**src/sms_defs.vh**
```
// Register map, field positions and timing constants for the serial block
`ifndef SMS_DEFS_VH
`define SMS_DEFS_VH
`define SMS_ADDR_W        8
`define SMS_ADDR_CTRL     8'h10
`define SMS_ADDR_STAT     8'h11
`define SMS_ADDR_DATA     8'h12
// serial_control fields
`define SMS_CTL_RXIE      7
`define SMS_CTL_MSTR      5
`define SMS_CTL_CLOCK_POLARITY_BIT      4
`define SMS_CTL_CLOCK_PHASE_BIT      3
`define SMS_CTL_ENA       1
`define SMS_CTL_TXIE      0
`define SMS_CTL_RST       8'h08
`define SMS_CTL_MASK      8'hBB
// serial_status_control fields
`define SMS_ST_RXF        7
`define SMS_ST_ERROR_INTERRUPT_ENABLE      6
`define SMS_ST_OVR        5
`define SMS_ST_MODE_FAULT_FLAG       4
`define SMS_ST_TXE        3
`define SMS_ST_MODFEN     2
`define SMS_ST_RATE_HI    1
`define SMS_ST_RATE_LO    0
`define SMS_ST_RST        8'h08
// Rate-select half-bit divisors in bus cycles (bit time 2, 8, 32, 128)
`define SMS_HALF_DIV0     7'h01
`define SMS_HALF_DIV1     7'h04
`define SMS_HALF_DIV2     7'h10
`define SMS_HALF_DIV3     7'h40
`define SMS_BITS          4'h8
`endif

```
**src/sms_core.v**
```verilog
// Serial master/slave core: registers, shifter, pins and flags
// Functional notes
// RL1 - Master-select bit picks master; clear means slave with clock pin as input.
// RL2 - Only master starts, on data write; empty shifter loads at once, sets empty flag.
// RL3 - Two-bit rate select drives master baud generator, hence slave's shift rate.
// RL4 - Each transfer shifts out and in simultaneously, both directions.
// RL5 - End of master transfer sets receiver-full and loads receive register.
// RL6 - Receiver-full clears after status read then data read.
// RL7 - Data write clears transmitter-empty; set again when byte enters shifter.
// RL8 - Remote master holds select low throughout each transfer.
// RL9 - Slave: full byte moves to receive register, sets receiver-full.
// RL10 - Slave accepts any serial clock up to bus clock rate; the edge detect here handles only up to half bus rate.
// RL11 - Slave software writes next byte before transfer, else old byte repeats.
// RL12 - Byte written mid-transfer waits in buffer until transfer ends.
// RL13 - Slave start: first clock edge if phase 1, select fall if phase 0.
// RL14 - Clock line idles correctly before the slave is enabled.
// RL15 - Slave drives its data output only while select is low.
// RL16 - All four polarity and phase combinations supported.
// RL17 - Software disables block before changing polarity or phase.
// RL18 - Phase 0: first edge captures MSB, so MSB presented beforehand.
// RL19 - Phase 0: master toggles select high between bytes.
// RL20 - Master's own select pin held high or reassigned.
// RL21 - Software configures roles first, enables master before slave.
// RL22 - Master uses select line to detect multi-master contention.
// RL23 - Unread receive data at bit-1 capture sets overflow, drops new byte.
// RL24 - Phase 1: master drives data from first edge; select may stay low.
// RL25 - Master start delay from data write at most one bit time.
// RL26 - One error enable gates both overflow and mode-fault requests.
// RL27 - Eight bits per transfer, MSB first.
// RL28 - Interrupts from receiver-full and transmitter-empty with their enables.
`timescale 1ns/10ps
`include "sms_defs.vh"
module sms_core #(
  parameter ADDR_W = `SMS_ADDR_W
) (
  input  wire              clk_in,
  input  wire              sys_rst_in,
  input  wire [ADDR_W-1:0] addr_in,
  input  wire              wr_en_in,
  input  wire              rd_en_in,
  input  wire [7:0]        wdata_in,
  output reg  [7:0]        rdata_out,
  input  wire              sclk_in,
  output reg               sclk_out,
  output reg               sclk_oe_out,
  input  wire              mosi_in,
  output reg               mosi_out,
  output reg               mosi_oe_out,
  input  wire              miso_in,
  output reg               miso_out,
  output reg               miso_oe_out,
  input  wire              ss_n_in,
  output reg               rx_irq_out,
  output reg               err_irq_out
);
  localparam ST_IDLE = 3'b001;
  localparam ST_LEAD = 3'b010;
  localparam ST_SHFT = 3'b100;

  reg [7:0] ctrl_q;
  reg [1:0] rate_q;
  reg       error_interrupt_enable_q;
  reg       modfen_q;
  reg       rxf_q;
  reg       txe_q;
  reg       ovr_q;
  reg       mode_fault_flag_q;
  reg       stat_rd_q;
  reg [7:0] tx_buf_q;
  reg       tx_pend_q;
  reg [7:0] rx_buf_q;
  reg [7:0] sh_q;
  reg       samp_q;
  reg [3:0] cnt_q;
  reg       phase_q;
  reg [2:0] state_q;
  reg       sck_lvl_q;
  reg       sclk_d1_q;
  reg       ss_d1_q;
  reg       m_smp_q;
  reg       m_last_q;
  reg [7:0] m_rx_q;

  wire master   = ctrl_q[`SMS_CTL_MSTR];   // see RL1
  wire enable   = ctrl_q[`SMS_CTL_ENA];
  wire clock_polarity_bit     = ctrl_q[`SMS_CTL_CLOCK_POLARITY_BIT];   // see RL16
  wire clock_phase_bit     = ctrl_q[`SMS_CTL_CLOCK_PHASE_BIT];   // see RL16
  wire wr_ctrl  = wr_en_in && (addr_in == `SMS_ADDR_CTRL);
  wire wr_stat  = wr_en_in && (addr_in == `SMS_ADDR_STAT);
  wire wr_data  = wr_en_in && (addr_in == `SMS_ADDR_DATA);
  wire rd_stat  = rd_en_in && (addr_in == `SMS_ADDR_STAT);
  wire rd_data  = rd_en_in && (addr_in == `SMS_ADDR_DATA);
  wire half_tick;

  // Baud generator only in master mode with enable set
  sms_rate_gen #(
    .CNT_W (7)
  ) u_rate (
    .clk_in        (clk_in),
    .sys_rst_in    (sys_rst_in),
    .run_in        (master && enable),
    .rate_in       (rate_q),            // see RL3
    .half_tick_out (half_tick)
  );

  // Slave edges from synchronous inputs; one-cycle detect keeps up to half bus rate
  wire sl_sel   = enable && !master && !ss_n_in;
  wire sl_lead  = sl_sel && (sclk_in != sclk_d1_q) && (sclk_d1_q == clock_polarity_bit);  // see RL10
  wire sl_trail = sl_sel && (sclk_in != sclk_d1_q) && (sclk_d1_q != clock_polarity_bit);
  wire ss_fall  = enable && !master && ss_d1_q && !ss_n_in;

  // Sample edge is leading edge for phase 0, trailing for phase 1
  wire m_lead   = master && half_tick && (state_q == ST_SHFT) && !phase_q;
  wire m_trail  = master && half_tick && (state_q == ST_SHFT) && phase_q;
  wire smp_ev   = master ? (clock_phase_bit ? m_trail : m_lead) : (clock_phase_bit ? sl_trail : sl_lead);
  wire drv_ev   = master ? (clock_phase_bit ? m_lead : m_trail) : (clock_phase_bit ? sl_lead : sl_trail);
  wire byte_end = smp_ev && (cnt_q == `SMS_BITS - 4'h1);
  wire mode_fault_flag_ev  = master && enable && modfen_q && !ss_n_in;             // see RL22

  function [7:0] load_tx;
    input pend;
    input [7:0] buf_v;
    input [7:0] sh_v;
    begin
      load_tx = pend ? buf_v : sh_v;       // see RL11
    end
  endfunction

  always @(posedge clk_in) begin
    if (sys_rst_in) begin
      ctrl_q    <= `SMS_CTL_RST;
      rate_q    <= 2'b00;
      error_interrupt_enable_q   <= 1'b0;
      modfen_q  <= 1'b0;
      rxf_q     <= 1'b0;
      txe_q     <= 1'b1;
      ovr_q     <= 1'b0;
      mode_fault_flag_q    <= 1'b0;
      stat_rd_q <= 1'b0;
      tx_buf_q  <= 8'h00;
      tx_pend_q <= 1'b0;
      rx_buf_q  <= 8'h00;
      sh_q      <= 8'h00;
      samp_q    <= 1'b0;
      cnt_q     <= 4'h0;
      phase_q   <= 1'b0;
      state_q   <= ST_IDLE;
      sck_lvl_q <= 1'b0;
      sclk_d1_q <= 1'b0;
      ss_d1_q   <= 1'b1;
      m_smp_q   <= 1'b0;
      m_last_q  <= 1'b0;
      m_rx_q    <= 8'h00;
    end else begin
      sclk_d1_q <= sclk_in;
      ss_d1_q   <= ss_n_in;
      // Pin clock lags the internal edge by a cycle, so capture one cycle late
      m_smp_q   <= smp_ev && master;
      m_last_q  <= byte_end && master;
      if (m_smp_q) begin
        m_rx_q <= {m_rx_q[6:0], miso_in};  // see RL4
      end
      if (wr_ctrl) begin
        ctrl_q <= wdata_in & `SMS_CTL_MASK;
      end
      if (wr_stat) begin
        error_interrupt_enable_q  <= wdata_in[`SMS_ST_ERROR_INTERRUPT_ENABLE];
        modfen_q <= wdata_in[`SMS_ST_MODFEN];
        rate_q   <= wdata_in[`SMS_ST_RATE_HI:`SMS_ST_RATE_LO];
      end
      // Two-step clear; a new set in the same cycle wins below
      if (rd_stat) begin
        stat_rd_q <= 1'b1;
      end else if (rd_data) begin
        stat_rd_q <= 1'b0;
      end
      if (rd_data && stat_rd_q) begin
        rxf_q <= 1'b0;                    // see RL6
        if (!rxf_q || !master) begin
          ovr_q <= ovr_q;
        end
        if (ovr_q) begin
          ovr_q <= 1'b0;
        end
      end
      if (rd_stat && mode_fault_flag_q && !mode_fault_flag_ev) begin
        mode_fault_flag_q <= 1'b0;
      end
      if (mode_fault_flag_ev) begin
        mode_fault_flag_q <= 1'b1;
      end
      if (wr_data) begin
        tx_buf_q  <= wdata_in;
        tx_pend_q <= 1'b1;
        txe_q     <= 1'b0;                // see RL7
      end
      case (state_q)
        ST_IDLE: begin
          sck_lvl_q <= clock_polarity_bit;
          cnt_q     <= 4'h0;
          phase_q   <= 1'b0;
          if (master && enable && (tx_pend_q || wr_data)) begin
            // Move straight to the shifter when it is empty
            sh_q      <= wr_data ? wdata_in : tx_buf_q;  // see RL2
            tx_pend_q <= 1'b0;
            txe_q     <= 1'b1;                            // see RL7
            state_q   <= ST_LEAD;
          end else if ((clock_phase_bit ? sl_lead : ss_fall) && enable && !master) begin
            sh_q      <= load_tx(tx_pend_q, tx_buf_q, sh_q);  // see RL13
            tx_pend_q <= 1'b0;
            txe_q     <= 1'b1;
            state_q   <= ST_SHFT;
          end
        end
        ST_LEAD: begin
          // Wait for the free-running tick, at most one bit time
          if (half_tick) begin
            state_q <= ST_SHFT;           // see RL25
          end
        end
        ST_SHFT: begin
          if (master && half_tick) begin
            phase_q   <= !phase_q;
            sck_lvl_q <= !sck_lvl_q;      // see RL3
          end
          if (smp_ev) begin
            samp_q <= master ? miso_in : mosi_in;  // see RL4
            cnt_q  <= cnt_q + 4'h1;
            if (cnt_q == 4'h1 && rxf_q) begin
              ovr_q <= 1'b1;              // see RL23
            end
          end
          // Phase 1 first leading edge only presents the MSB
          if (drv_ev && !(clock_phase_bit && cnt_q == 4'h0)) begin
            sh_q <= {sh_q[6:0], samp_q};  // see RL27
          end
          if (byte_end) begin
            // Receive byte lands as the last bit is sampled
            if (!master && !ovr_q) begin
              rx_buf_q <= {sh_q[6:0], mosi_in};  // see RL9
              rxf_q    <= 1'b1;                  // see RL9
            end
            // Idle state returns the clock, so a phase 0 last pulse completes
            state_q <= ST_IDLE;           // see RL12
          end
          if (!enable || (!master && ss_n_in)) begin
            state_q <= ST_IDLE;
          end
        end
        default: begin
          state_q <= ST_IDLE;
        end
      endcase
      if (m_last_q && !ovr_q) begin
        rx_buf_q <= {m_rx_q[6:0], miso_in};  // see RL5
        rxf_q    <= 1'b1;                    // see RL5
      end
      if (!enable) begin
        ovr_q <= ovr_q;
      end
    end
  end

  // Registered pins and read data
  always @(posedge clk_in) begin
    if (sys_rst_in) begin
      rdata_out   <= 8'h00;
      sclk_out    <= 1'b0;
      sclk_oe_out <= 1'b0;
      mosi_out    <= 1'b0;
      mosi_oe_out <= 1'b0;
      miso_out    <= 1'b0;
      miso_oe_out <= 1'b0;
      rx_irq_out  <= 1'b0;
      err_irq_out <= 1'b0;
    end else begin
      case (addr_in)
        `SMS_ADDR_CTRL: rdata_out <= ctrl_q;
        `SMS_ADDR_STAT: rdata_out <= {rxf_q, error_interrupt_enable_q, ovr_q, mode_fault_flag_q, txe_q, modfen_q, rate_q};
        `SMS_ADDR_DATA: rdata_out <= rx_buf_q;
        default:        rdata_out <= 8'h00;
      endcase
      sclk_out    <= sck_lvl_q;
      sclk_oe_out <= master && enable;    // see RL1
      mosi_out    <= sh_q[7];             // see RL18
      mosi_oe_out <= master && enable;    // see RL24
      miso_out    <= sh_q[7];             // see RL18
      miso_oe_out <= sl_sel;              // see RL15
      rx_irq_out  <= (rxf_q && ctrl_q[`SMS_CTL_RXIE]) ||
                     (txe_q && ctrl_q[`SMS_CTL_TXIE]);        // see RL28
      err_irq_out <= error_interrupt_enable_q && (ovr_q || mode_fault_flag_q);           // see RL26
    end
  end
endmodule // sms_core

```
**src/sms_rate_gen.v**
```verilog
// Free-running master baud-rate generator producing half-bit enable pulses
`timescale 1ns/10ps
`include "sms_defs.vh"
module sms_rate_gen #(
  parameter CNT_W = 7
) (
  input  wire       clk_in,
  input  wire       sys_rst_in,
  input  wire       run_in,
  input  wire [1:0] rate_in,
  output reg        half_tick_out
);
  reg [CNT_W-1:0] cnt_q;
  reg [CNT_W-1:0] lim;

  always @* begin
    case (rate_in)
      2'b00:   lim = `SMS_HALF_DIV0;
      2'b01:   lim = `SMS_HALF_DIV1;
      2'b10:   lim = `SMS_HALF_DIV2;
      default: lim = `SMS_HALF_DIV3;
    endcase
  end

  // Runs only with master and enable both set, to save power
  always @(posedge clk_in) begin
    if (sys_rst_in || !run_in) begin
      cnt_q         <= {CNT_W{1'b0}};
      half_tick_out <= 1'b0;
    end else if (cnt_q + 1'b1 >= lim) begin
      cnt_q         <= {CNT_W{1'b0}};
      half_tick_out <= 1'b1;
    end else begin
      cnt_q         <= cnt_q + 1'b1;
      half_tick_out <= 1'b0;
    end
  end
endmodule // sms_rate_gen

```
**config.mk**
```make
export PLATFORM = sky130hd
export DESIGN_NAME = sms_core
export DESIGN_NICKNAME = d
export VERILOG_FILES = /design/src/sms_core.v /design/src/sms_rate_gen.v
export VERILOG_INCLUDE_DIRS = /design/src
export SDC_FILE = /design/constraint.sdc
export NUM_CORES = 1
export LEC_CHECK = 0
export BUFFER_PORTS_ARGS = -buffer_cell sky130_fd_sc_hd__buf_2
export CAP_MARGIN = 20
export CORE_UTILIZATION = 36
export DETAILED_ROUTE_END_ITERATION = 8
export HOLD_SLACK_MARGIN = 0.12
export SYNTH_ARGS = -nofsm -noshare
export SYNTH_HDL_FRONTEND = slang
export SYNTH_SLANG_ARGS = --single-unit
```
**constraint.sdc**
```tcl
create_clock -name clk_in -period 3.74 [get_ports clk_in]
set_input_delay 0.187 -clock clk_in [delete_from_list [all_inputs] [get_ports clk_in]]
set_output_delay 0.187 -clock clk_in [all_outputs]
set_load 0.01 [all_outputs]
```
Word level (Yosys, flattened, before mapping)
Cells that the tools add are included.

Flip-flop bits (word level): 83. Latch bits: 0. Bits in writable memories: 0. Bits in read-only memories: 0. Bits of input ports: 24. Output and inout port bits: 16. Word-level logic and storage cells: 175. Memories: 0.

$add $sub $neg: 2. Multiply operators: 0. Divide/modulo/power cells: 0. Order comparisons: 1. Equal/unequal tests: 20. Shifts and indexed selects: 0. Muxes and demuxes: 54. Bitwise gates (word level): 0. Reductions and logical operators: 66.

Operators by type and width (number): 2-to-1 mux 8 bit (9); logical AND 1 bit (37); 2-to-1 mux 1 bit (32); == test 8 x 5 -> 1 bit, second input constant (3); one-hot mux 8 bit (3 select lines) (1); one-hot mux 7 bit (3 select lines) (1); one-hot mux 8 bit (2 select lines) (1); 2-to-1 mux 3 bit (5); nonzero test 2 bit (6); zero test 1 bit (9); one-hot mux 3 bit (3 select lines) (1); one-hot mux 4 bit (2 select lines) (1); adder 7 x 1 -> 7 bit, second input constant (1); >= comparator 7 bit (1); != test 2 x 1 -> 1 bit, second input constant (3); != test 3 bit, second input constant (2); AND reduction 2 bit (3); AND reduction 3 bit (2); logical OR 1 bit (5); adder 4 x 1 -> 4 bit, second input constant (1); == test 4 x 1 -> 1 bit, second input constant (1); == test 4 x 3 -> 1 bit, second input constant (1); zero test 4 bit (1); 2-to-1 mux 4 bit (1); 13 further kinds (15).

Depth between registers and ports, before layout
Gate-level depths: netlist of the first run.

Depth in word-level cells: 11. Gate-level depth with buffers: 8.

Modules after synthesis
From an unflattened synthesis of the first run, not the netlist that was laid out.

Cell total of the unflattened synthesis: 432. Area, all modules: 3930.0 µm².

Modules (own cells, without submodules): sms_core (times used 1, cells an instance 382, area an instance 3472.1 µm², sequential area each 1501.4 µm²); sms_rate_gen (times used 1, cells an instance 50, area an instance 457.9 µm², sequential area each 160.2 µm²).

Worst setup path before layout of the first run
Ideal clock, no wire load.

Kind: reg-to-reg. Start point: reg u_rate.cnt_q[0]. End point: reg u_rate.cnt_q[0]. Library setup time: 0.096 ns. Data arrival time: 1.884 ns. Path slack: 1.760 ns. Cell stages (with the launch flop): 8. Buffers on the path: 0. Clock period less this slack: 1.980 ns. Cells stage by stage: dfxtp_1 -> ha_1 -> xor2_1 -> ha_1 -> a21boi_0 -> o31a_1 -> o31a_1 -> nor4b_1.

Longest elaborated chain between the ends: 3.

RTL lines: start, declared (line sms_rate_gen.v:13) `reg [CNT_W-1:0] cnt_q;`; start signal, assigned (line sms_rate_gen.v:28) `cnt_q <= {CNT_W{1'b0}};`; start signal, assigned (line sms_rate_gen.v:31) `cnt_q <= {CNT_W{1'b0}};`; start signal, assigned (line sms_rate_gen.v:34) `cnt_q <= cnt_q + 1'b1;`; adder 7 x 1 -> 7 bit * (line sms_rate_gen.v:30, sms_rate_gen.v:34); >= comparator 7 bit (line sms_rate_gen.v:30) `end else if (cnt_q + 1'b1 >= lim) begin`; OR reduction 2 bit (no source line).

Mark *: on every way between the ends. The rest lies on a longest branch, timed or not. A chain may end at the register's enable or synchronous reset.

Worst setup path after layout of the first run
Start point: reg state_q[2]. End point: reg rx_buf_q[0].

Longest elaborated chain between the ends: 8.

RTL lines: start, declared (line sms_core.v:76) `reg [2:0] state_q;`; start signal, assigned (line sms_core.v:147) `state_q <= ST_IDLE;`; start signal, assigned (line sms_core.v:207) `state_q <= ST_LEAD;`; start signal, assigned (line sms_core.v:212) `state_q <= ST_SHFT;`; == test 3 bit * (line sms_core.v:113, sms_core.v:114, sms_core.v:197); logical AND 1 bit (line sms_core.v:113, sms_core.v:114); logical AND 1 bit (on tied branches) (line sms_core.v:113, sms_core.v:114); 2-to-1 mux 1 bit (2 in series) (line sms_core.v:115) `wire smp_ev = master ? (clock_phase_bit ? m_trail : m_lead) : (clock_phase_bit ? sl_trail : sl_lead);`; logical AND 1 bit (line sms_core.v:117) `` wire byte_end = smp_ev && (cnt_q == `SMS_BITS - 4'h1); ``; nonzero test 2 bit (no source line); AND reduction 3 bit (no source line) *; end signal, assigned (line sms_core.v:240) `rx_buf_q <= {sh_q[6:0], mosi_in};`; end signal, assigned (line sms_core.v:255) `rx_buf_q <= {m_rx_q[6:0], miso_in};`; end, declared (line sms_core.v:71) `reg [7:0] rx_buf_q;`.

Marks and branches as above.

==> metrics.yaml, run 1 <==
run_status:
  status: "completed"
yosys:
  yosysSeqAreaShare_pct: 41.5
  async_flop_share_pct: 0
  synth_cell_types: 54
  avgSynthCellArea_sq_um: 9.03
  synthesis.nets: 475
  synthesis.area_sq_um: 4000
  syn_inst: 443
  ys.flop_type: "dfxtp_1"
  synth-edff-count: 0
  yosys_warnings: 0
  synth-seq-cells: 83
power_and_ir_drop:
  pwr_density_cell_nw_per_um2: 352
  p_sw_w: 0.000365
  clock_power_share_pct: 40.5
  cellLeakagePower_nw: 1.82
  switching_share_pct: 22.8
  irDropWorstVdd_mv: 0.188
  internal_power_w: 0.00124
  combPwrFrac_pct: 4.2
  seqPwrFrac_pct: 55.3
floorplan:
  die-area_sq_um: 11500
  die_height_um: 107
  rows: 38
  io_pins: 40
  core_sq_um: 10800
  die_w_um: 107
  initial_core_util_pct: 36.9
setup_path:
  r2r_cells: 5
  r2r_end: "rx_buf_q[0]"
  reg2reg_slack_ns: 1.25
  crit_fanout: 22
  path_class: "reg -> reg"
  start_kind: "flip-flop"
  critPathRequiredTime_ns: 3.99
  crit_path_end_kind: "flip-flop"
  timing.rr.start: "state_q[2]"
  arrival_ns: 2.74
place:
  gp_congestion: 0.806
  io_buffers: 39
  dpl.hpwl_mm: 6.90
  dp_cells: 597
job:
  drv_cap: 0
drt:
  routedWlPerCell_um: 15.2
  drc: 0
  dr_total_vias: 3241
  antenna_left: 0
  vias_per_cell: 5.20
  finalWirelength_mm: 9.46
  drt-pass1-iter-count: 7
  drt_iter0_drc: 215
cells_and_area:
  nets: 510
  final_common_cell: "dfxtp_1"
  drive_gt1_share_pct: 15.9
  final_util_pct: 42.0
  stdcell_count: 623
  diodes: 0
  final_cell_mix: "dfxtp_1, nor2_1, mux2i_1"
  area_growth_pct: 13.9
timing:
  fin_crit_sh_pct: 66.5
  slew_headroom_pct: 25.2
  rsz0062_at_grt: "false"
  period_needed_ns: 2.49
  hold_viol: 0
  tightest_slew_ns: 1.12
  setup_violations: 0
  clock.fmax_mhz: 402
  setup-tns-final_ns: 0
  slew_violations: 0
  finalClockSkew_ns: 0.00917
clock_tree:
  clk_pin_slew_ns: 0.09
  cts_tree: "yes"
  clk_latency_ns: 0.36
  cts_made_buffers: 9
  h-tree-depth: 3
  cts_buffer_depth: 2
  ctsResizeCount: 0
  clockRootBuffer: "clkbuf_8"
  post-cts-setup-buffers: 0
  hold_buffers: 10
  cts_sinks: 83
grt:
  grt_pass1_wl_mm: 15.3
  grt_max_degree: 59
  grt_use_total_pct: 17.3
  grt_pass1_vias: 2986
  grt_overflow: 0
  antenna_found_initial: 0
min_path:
  holdPathStages: 3
  hp-start: "miso_in"
  hold_path_class: "in -> reg"
  hold_path_end: "m_rx_q[0]"
-- synth_stat cells, types with 4 or more instances --
master / n / share of area, %
a211o_1: 10 / 2.2
a21oi_1: 28 / 3.5
and3_1: 5 / 0.78
buf_2: 7 / 0.88
clkbuf_1: 14 / 1.3
dfxtp_1: 83 / 42
ha_1: 8 / 2.5
mux2_2: 11 / 3.1
mux2i_1: 44 / 11
nand2_1: 40 / 3.8
nand2b_1: 14 / 2.2
nand3_1: 15 / 1.9
nand3b_1: 4 / 0.75
nor2_1: 60 / 5.6
nor2b_1: 16 / 2.5
nor3_1: 11 / 1.4
nor3b_1: 6 / 1.1
o21ai_0: 6 / 0.75
xor2_1: 4 / 0.88
-- metal layers --
layer / global-route usage, % / part of all wire (%)
met5: 0 / 0
met4: 5.28 / 1.5
met1: 24.1 / 50
met2: 26.5 / 44
met3: 3.81 / 5.1
-- layout make-up --
| class | instances | area [sq um] |
|---|---|---|
| Fill cell | 1114 | 6280 |
| Multi-Input combinational cell | 330 | 2200 |
| Sequential cell | 83 | 1660 |
| Timing Repair Buffer | 51 | 310 |
| Tap cell | 140 | 175 |
| Clock buffer | 12 | 145 |
| Clock inverter | 4 | 50.0 |
| Inverter | 3 | 11.3 |
-- cells by family (layout without fill, tap and decap cells) --
kind of cell,Yosys count,after routing,share of synthesized area (%)
AND/OR/NAND/NOR,190,190,24.2
XOR/XNOR,7,7,1.53
buffers and inverters,30,70,3.41
adder cells (fa/ha/maj),8,8,2.50
flip-flops,83,83,41.5
multiplexers,55,55,14.1
AO/OA/AOI/OAI,70,70,12.7
-- stage by stage --
step	hold WS, ns	area [sq um]	setup slack [ns]	total power, W
2_1_floorplan	0.294	4000	1.76	0.000938
5_1_grt	0.197	4560	1.12	0.00167
3_3_place_gp	0.441	4260	1.32	0.000966
3_5_place_dp	0.449	4260	1.29	0.000966
6_report	0.152	4560	1.25	0.00160
4_1_cts	0.163	4560	1.26	0.00162
-- worst max path at each step --
stage / to / depth (start not counted) / from / slack (ns)
floorplan: u_rate.cnt_q[0] / 7 / u_rate.cnt_q[0] / 1.76
global placement: sh_q[7] / 6 / addr_in[3] / 1.32
detailed placement: rx_buf_q[5] / 5 / state_q[2] / 1.29
CTS: rx_buf_q[5] / 5 / state_q[2] / 1.26
global route: rx_buf_q[5] / 5 / state_q[2] / 1.12
finish: rx_buf_q[0] / 5 / state_q[2] / 1.25
-- worst max-delay path: stages (launching register included) --
cell and delay (ns):
dfxtp_1 0.38, or3b_1 0.72, a211oi_4 0.07, or3_1 0.47
a21oi_4 0.35, mux2_2 0.38
-- state kept, by name, summed over array words and instances, names as in the netlist, 2 cells and up --
signal	flops
ctrl_q	6
rdata_out	8
u_rate.cnt_q	7
state_q	3
rate_q	2
tx_buf_q	8
rx_buf_q	8
sh_q	8
m_rx_q	7
cnt_q	4
-- power groups by stage --
stage	registers [W]	logic [W]	clock network [W]
detailed placement	0.000906	0.0000595	0
finish	0.000885	0.0000679	0.000649
global placement	0.000906	0.0000592	0
floorplan	0.000906	0.0000320	0
CTS	0.000886	0.0000674	0.000671
global route	0.000886	0.0000730	0.000712
(Power assumes the default switching activity.)
==> run 2, diff against run 1 <==
clock period = 2.4 ns   (was 3.74 ns; I/O delays follow)
==> run 2 against run 1 <==
Against the previous run: the run now ends with DRC left; via count is 0.77% lower; worst hold slack better by 0.0045 ns; sequential power is 56% higher; combinational power is 65% higher; sequential cell count stayed put; die area stayed put; clock power is 57% higher; non-clock buffer count is 12 higher; worst setup slack worse by 1.1 ns; critical path type is now in -> reg; largest power group unchanged; critical path depth is 2 higher.
==> metrics.yaml, run 2 (same netlist as run 1, synthesis figures left out) <==
place:
  gp_congestion: 0.813
  dpl.hpwl_mm: 6.96
  io_buffers: 39
  place_ws_ns: 0.212
timing:
  hold_viol: 0
  period_needed_ns: 2.25
  setup-tns-final_ns: 0
  fin_crit_sh_pct: 93.8
  rsz0062_at_grt: "false"
  slew_headroom_pct: 59.5
  slew_violations: 0
  whs_ns: 0.156
  setup_violations: 0
  setup_ws_ns: 0.149
  tightest_slew_ns: 0.603
  clock.fmax_mhz: 444
  finalClockSkew_ns: 0.0122
grt:
  grt_use_total_pct: 17.6
  grt_pass1_wl_mm: 15.6
  grt_max_degree: 48
  grt_overflow: 0
  antenna_found_initial: 0
  grt_pass1_vias: 3183
cells_and_area:
  final_cell_mix: "dfxtp_1, nor2_1, mux2i_1"
  drive_gt1_share_pct: 18.2
  diodes: 0
  final_common_cell: "dfxtp_1"
  nets: 522
  area_growth_pct: 16.6
clock_tree:
  cts_sinks: 83
  cts_buffer_depth: 2
  clk_latency_ns: 0.35
  cts_tree: "yes"
  clk_pin_slew_ns: 0.09
  h-tree-depth: 3
  post-cts-setup-buffers: 0
  cts_made_buffers: 9
  clockRootBuffer: "clkbuf_8"
power_and_ir_drop:
  irDropWorstVdd_mv: 0.279
  p_total_w: 0.00251
  pwr_density_cell_nw_per_um2: 539
  cellLeakagePower_nw: 1.89
floorplan:
  die_w_um: 107
  die_height_um: 107
  core_sq_um: 10800
  initial_core_util_pct: 36.9
  die-area_sq_um: 11500
  rows: 38
  io_pins: 40
drt:
  drt-pass1-iter-count: 6
  route.met2.wl_mm: 4.22
  routedWlPerCell_um: 14.8
  drc: 2
  met3WireLength_um: 392
  dr_total_vias: 3216
  finalWirelength_mm: 9.42
  drt_iter0_drc: 169
  routed.top_layer: "met4"
  drt-met1-wl_mm: 4.68
  antenna_left: 0
  vias_per_cell: 5.06
setup_path:
  start_kind: "primary input"
  arrival_ns: 2.49
  critPathRequiredTime_ns: 2.64
  crit_fanout: 5
  path_class: "in -> reg"
  crit_path_end_kind: "flip-flop"
run_status:
  status: "finished, violations left"
  violations: "DRC"
min_path:
  hold_path_class: "in -> reg"
job:
  drv_cap: 0
## run 2: timing repair
item                                    in CTS  in global routing
gates resized for setup                      0                  0
hold buffers                                11                  0
hold endpoints to repair                    19                  0
endpoints found under the setup margin       0                  0
## run 2: path summary, 6_finish.rpt
path	start	end	slack, ns	cells after the start
setup reg to reg	state_q[2]	sh_q[1]	0.18	5
setup / recovery	ss_n_in	sh_q[7]	0.15	7
hold / removal	mosi_in	samp_q	0.16	4
hold reg to reg	tx_buf_q[1]	tx_buf_q[1]	0.47	2
## run 2: final cells by class
class	instances	area, sq um
well taps	140	175
clock buffers	9	124
multi-input cells	330	2200
fillers	1044	6180
inverters	3	11.3
clock inverters	7	73.8
flip-flops and latches	83	1660
repair buffers	63	415
## run 2: stage by stage
| stage | instance area (sq um) | util, % | cells |
|---|---|---|---|
| after detailed placement | 4360 | 40.2 | 608 |
| after floorplan | 4000 | - | 443 |
| after global routing | 4660 | 43.0 | 635 |
| after CTS | 4660 | 43.0 | 635 |
| final | 4660 | 43.0 | 635 |
| after global placement | 4360 | 40.2 | 608 |
## run 2: worst max-delay path, stage by stage
cell and delay, ns:
dlygate4sd3_1 0.53, buf_2 0.17, or3b_1 0.45, nor2_1 0.24, nand3_1 0.13, a311oi_1 0.47, mux2_2 0.39
## run 2: where the power goes
part / internal (W) / switching [W] / total, W
Clock: 0.000488 / 0.000532 / 0.00102
Sequential: 0.00138 / 0.00000180 / 0.00138
Combinational: 0.0000486 / 0.0000635 / 0.000112
Total: 0.00191 / 0.000597 / 0.00251
## run 2: per-layer routing
layer | global-route usage, % | vias up
met5 | 0 | -
met4 | 6.36 | 0
met3 | 4.00 | 10
met2 | 26.9 | 73
met1 | 24.1 | 1496
li1 | - | 1637
==> run 3, diff against run 2 <==
CORE_UTILIZATION = 30   (was 36)
GPL_ROUTABILITY_DRIVEN = 1   (was default)
==> run 3 against run 2 <==
Against the previous run: final cell count increased by 4.9%; count of clock-buffer cells in the layout is the same; the flow now finishes without violations; global-route usage shrank 2.8 points; register-to-register slack hardly changed; wire length grew 3.9%; die area is 20% higher; sequential power about the same; worst hold slack better by 0.028 ns; fmax up 1.2%; first-iteration DRC count is 43% higher; power up 15%; non-clock buffer count down 1.
==> metrics.yaml, run 3 (same netlist as run 1, synthesis figures left out) <==
place:
  io_buffers: 39
  place_ws_ns: 0.142
  dpl.hpwl_mm: 7.19
  dp_cells: 639
  gp_congestion: 0.785
timing:
  hold_viol: 0
  slew_headroom_pct: 57.8
  setup-tns-final_ns: 0
  slew_violations: 0
  clock.fmax_mhz: 450
  tightest_slew_ns: 0.629
  rsz0062_at_grt: "false"
  setup_ws_ns: 0.177
  period_needed_ns: 2.22
  setup_violations: 0
  finalClockSkew_ns: 0.00909
  fin_crit_sh_pct: 92.6
  whs_ns: 0.184
cells_and_area:
  drive_gt1_share_pct: 18.2
  final_common_cell: "dfxtp_1"
  stdcell_count: 666
  final_cell_mix: "dfxtp_1, nor2_1, mux2i_1"
  area_growth_pct: 19.7
  diodes: 0
  nets: 521
clock_tree:
  cts_tree: "yes"
  clockRootBuffer: "clkbuf_16"
  cts_buffer_depth: 2
  clk_latency_ns: 0.34
  cts_sinks: 83
  h-tree-depth: 3
  cts_made_buffers: 9
  clk_pin_slew_ns: 0.06
setup_path:
  critPathMaxStageDelay_ns: 0.41
  crit_path_end_kind: "flip-flop"
  cp_num_buf_inv: 0
  crit_chain: "ha_1 -> xor2_1 -> ha_1 -> a21boi_0 -> o31a_1 -> o31a_1 -> nor4b_1"
  critPathRequiredTime_ns: 2.64
  arrival_ns: 2.47
  crit_fanout: 8
  path_class: "reg -> reg"
  crit_slowest_cell: "dfxtp_1"
  start_kind: "flip-flop"
  cpLargestDelayFamily: "compound AO/OA/AOI/OAI gates"
power_and_ir_drop:
  pwr_density_cell_nw_per_um2: 603
  irDropWorstVdd_mv: 0.413
  cellLeakagePower_nw: 1.92
drt:
  routed.top_layer: "met4"
  route.met2.wl_mm: 4.48
  routedWlPerCell_um: 14.7
  met3WireLength_um: 455
  finalWirelength_mm: 9.79
  drt_iter0_drc: 241
  antenna_left: 0
  drt-met1-wl_mm: 4.67
  drc: 0
  drt-pass1-iter-count: 4
  dr_total_vias: 3286
  vias_per_cell: 4.93
grt:
  grt_pass1_vias: 3141
  grt_pass1_wl_mm: 16.1
  grt_overflow: 0
  antenna_found_initial: 0
  grt_max_degree: 38
  grt_use_total_pct: 14.8
min_path:
  hold_path_class: "in -> reg"
floorplan:
  io_pins: 40
  rows: 41
  die_height_um: 117
  core_sq_um: 12800
  die_w_um: 117
  initial_core_util_pct: 31.2
  die-area_sq_um: 13800
job:
  drv_cap: 0
run_status:
  status: "completed"
run 3: changes by cell type in the layout (fill, tap and decap cells not counted):
cell | previous run | this run
clkbuf_16 | 0 | 9
clkbuf_8 | 9 | 0
a311o_1 | 1 | 0
a311o_2 | 0 | 1
buf_12 | 1 | 0
clkinv_2 | 2 | 1
clkinv_4 | 0 | 1
clkinvlp_4 | 1 | 2
inv_6 | 3 | 2
run 3: layout make-up:
| type | count | area, sq um |
|---|---|---|
| clock inverter | 7 | 76.3 |
| multi-input combinational | 330 | 2200 |
| inverter | 3 | 11.3 |
| tap | 172 | 215 |
| timing repair buffer | 62 | 395 |
| sequential | 83 | 1660 |
| clock buffer | 9 | 225 |
| fill | 1342 | 8040 |
run 3: worst paths after layout:
check,slack (ns),endpoint,cells past startpoint,start
worst min-delay path,0.18,samp_q,4,mosi_in
worst max-delay path,0.18,u_rate.cnt_q[0],7,u_rate.cnt_q[0]
worst max register to register,0.18,u_rate.cnt_q[0],7,u_rate.cnt_q[0]
worst min register to register,0.45,tx_buf_q[2],2,tx_buf_q[2]
run 3: what timing repair did:
item                                    CTS  global route
setup buffers                             0             0
gates resized for setup                   0             1
endpoints found under the setup margin    0             3
hold buffers                             11             0
hold endpoints to repair                 19             0
run 3: layer usage:
metal	GRT usage, %	vias to the layer above
li1	-	1641
met1	19.2	1546
met2	23.7	84
met3	3.05	15
met4	6.09	0
met5	0	-
run 3: tightest hold or removal path, cell delays in order:
cell	delay, ns
buf_2	0.09
mux2_2	0.14
mux2i_1	0.06
nor2_1	0.08
run 3: per-stage QoR:
step | area, sq um | util (%) | power [W]
after global routing | 4790 | 37.3 | 0.00299
final | 4790 | 37.3 | 0.00289
after detailed placement | 4380 | 34.1 | 0.00151
after global placement | 4380 | 34.1 | 0.00151
after floorplan | 4000 | - | 0.00146
after CTS | 4790 | 37.3 | 0.00292
run 3: report_power, final:
group / switching [W] / leakage, nW / total, W / internal [W]
logic: 0.0000624 / 1.11 / 0.000108 / 0.0000458
clock network: 0.000585 / 0.142 / 0.00140 / 0.000813
registers: 0.00000212 / 0.669 / 0.00138 / 0.00138
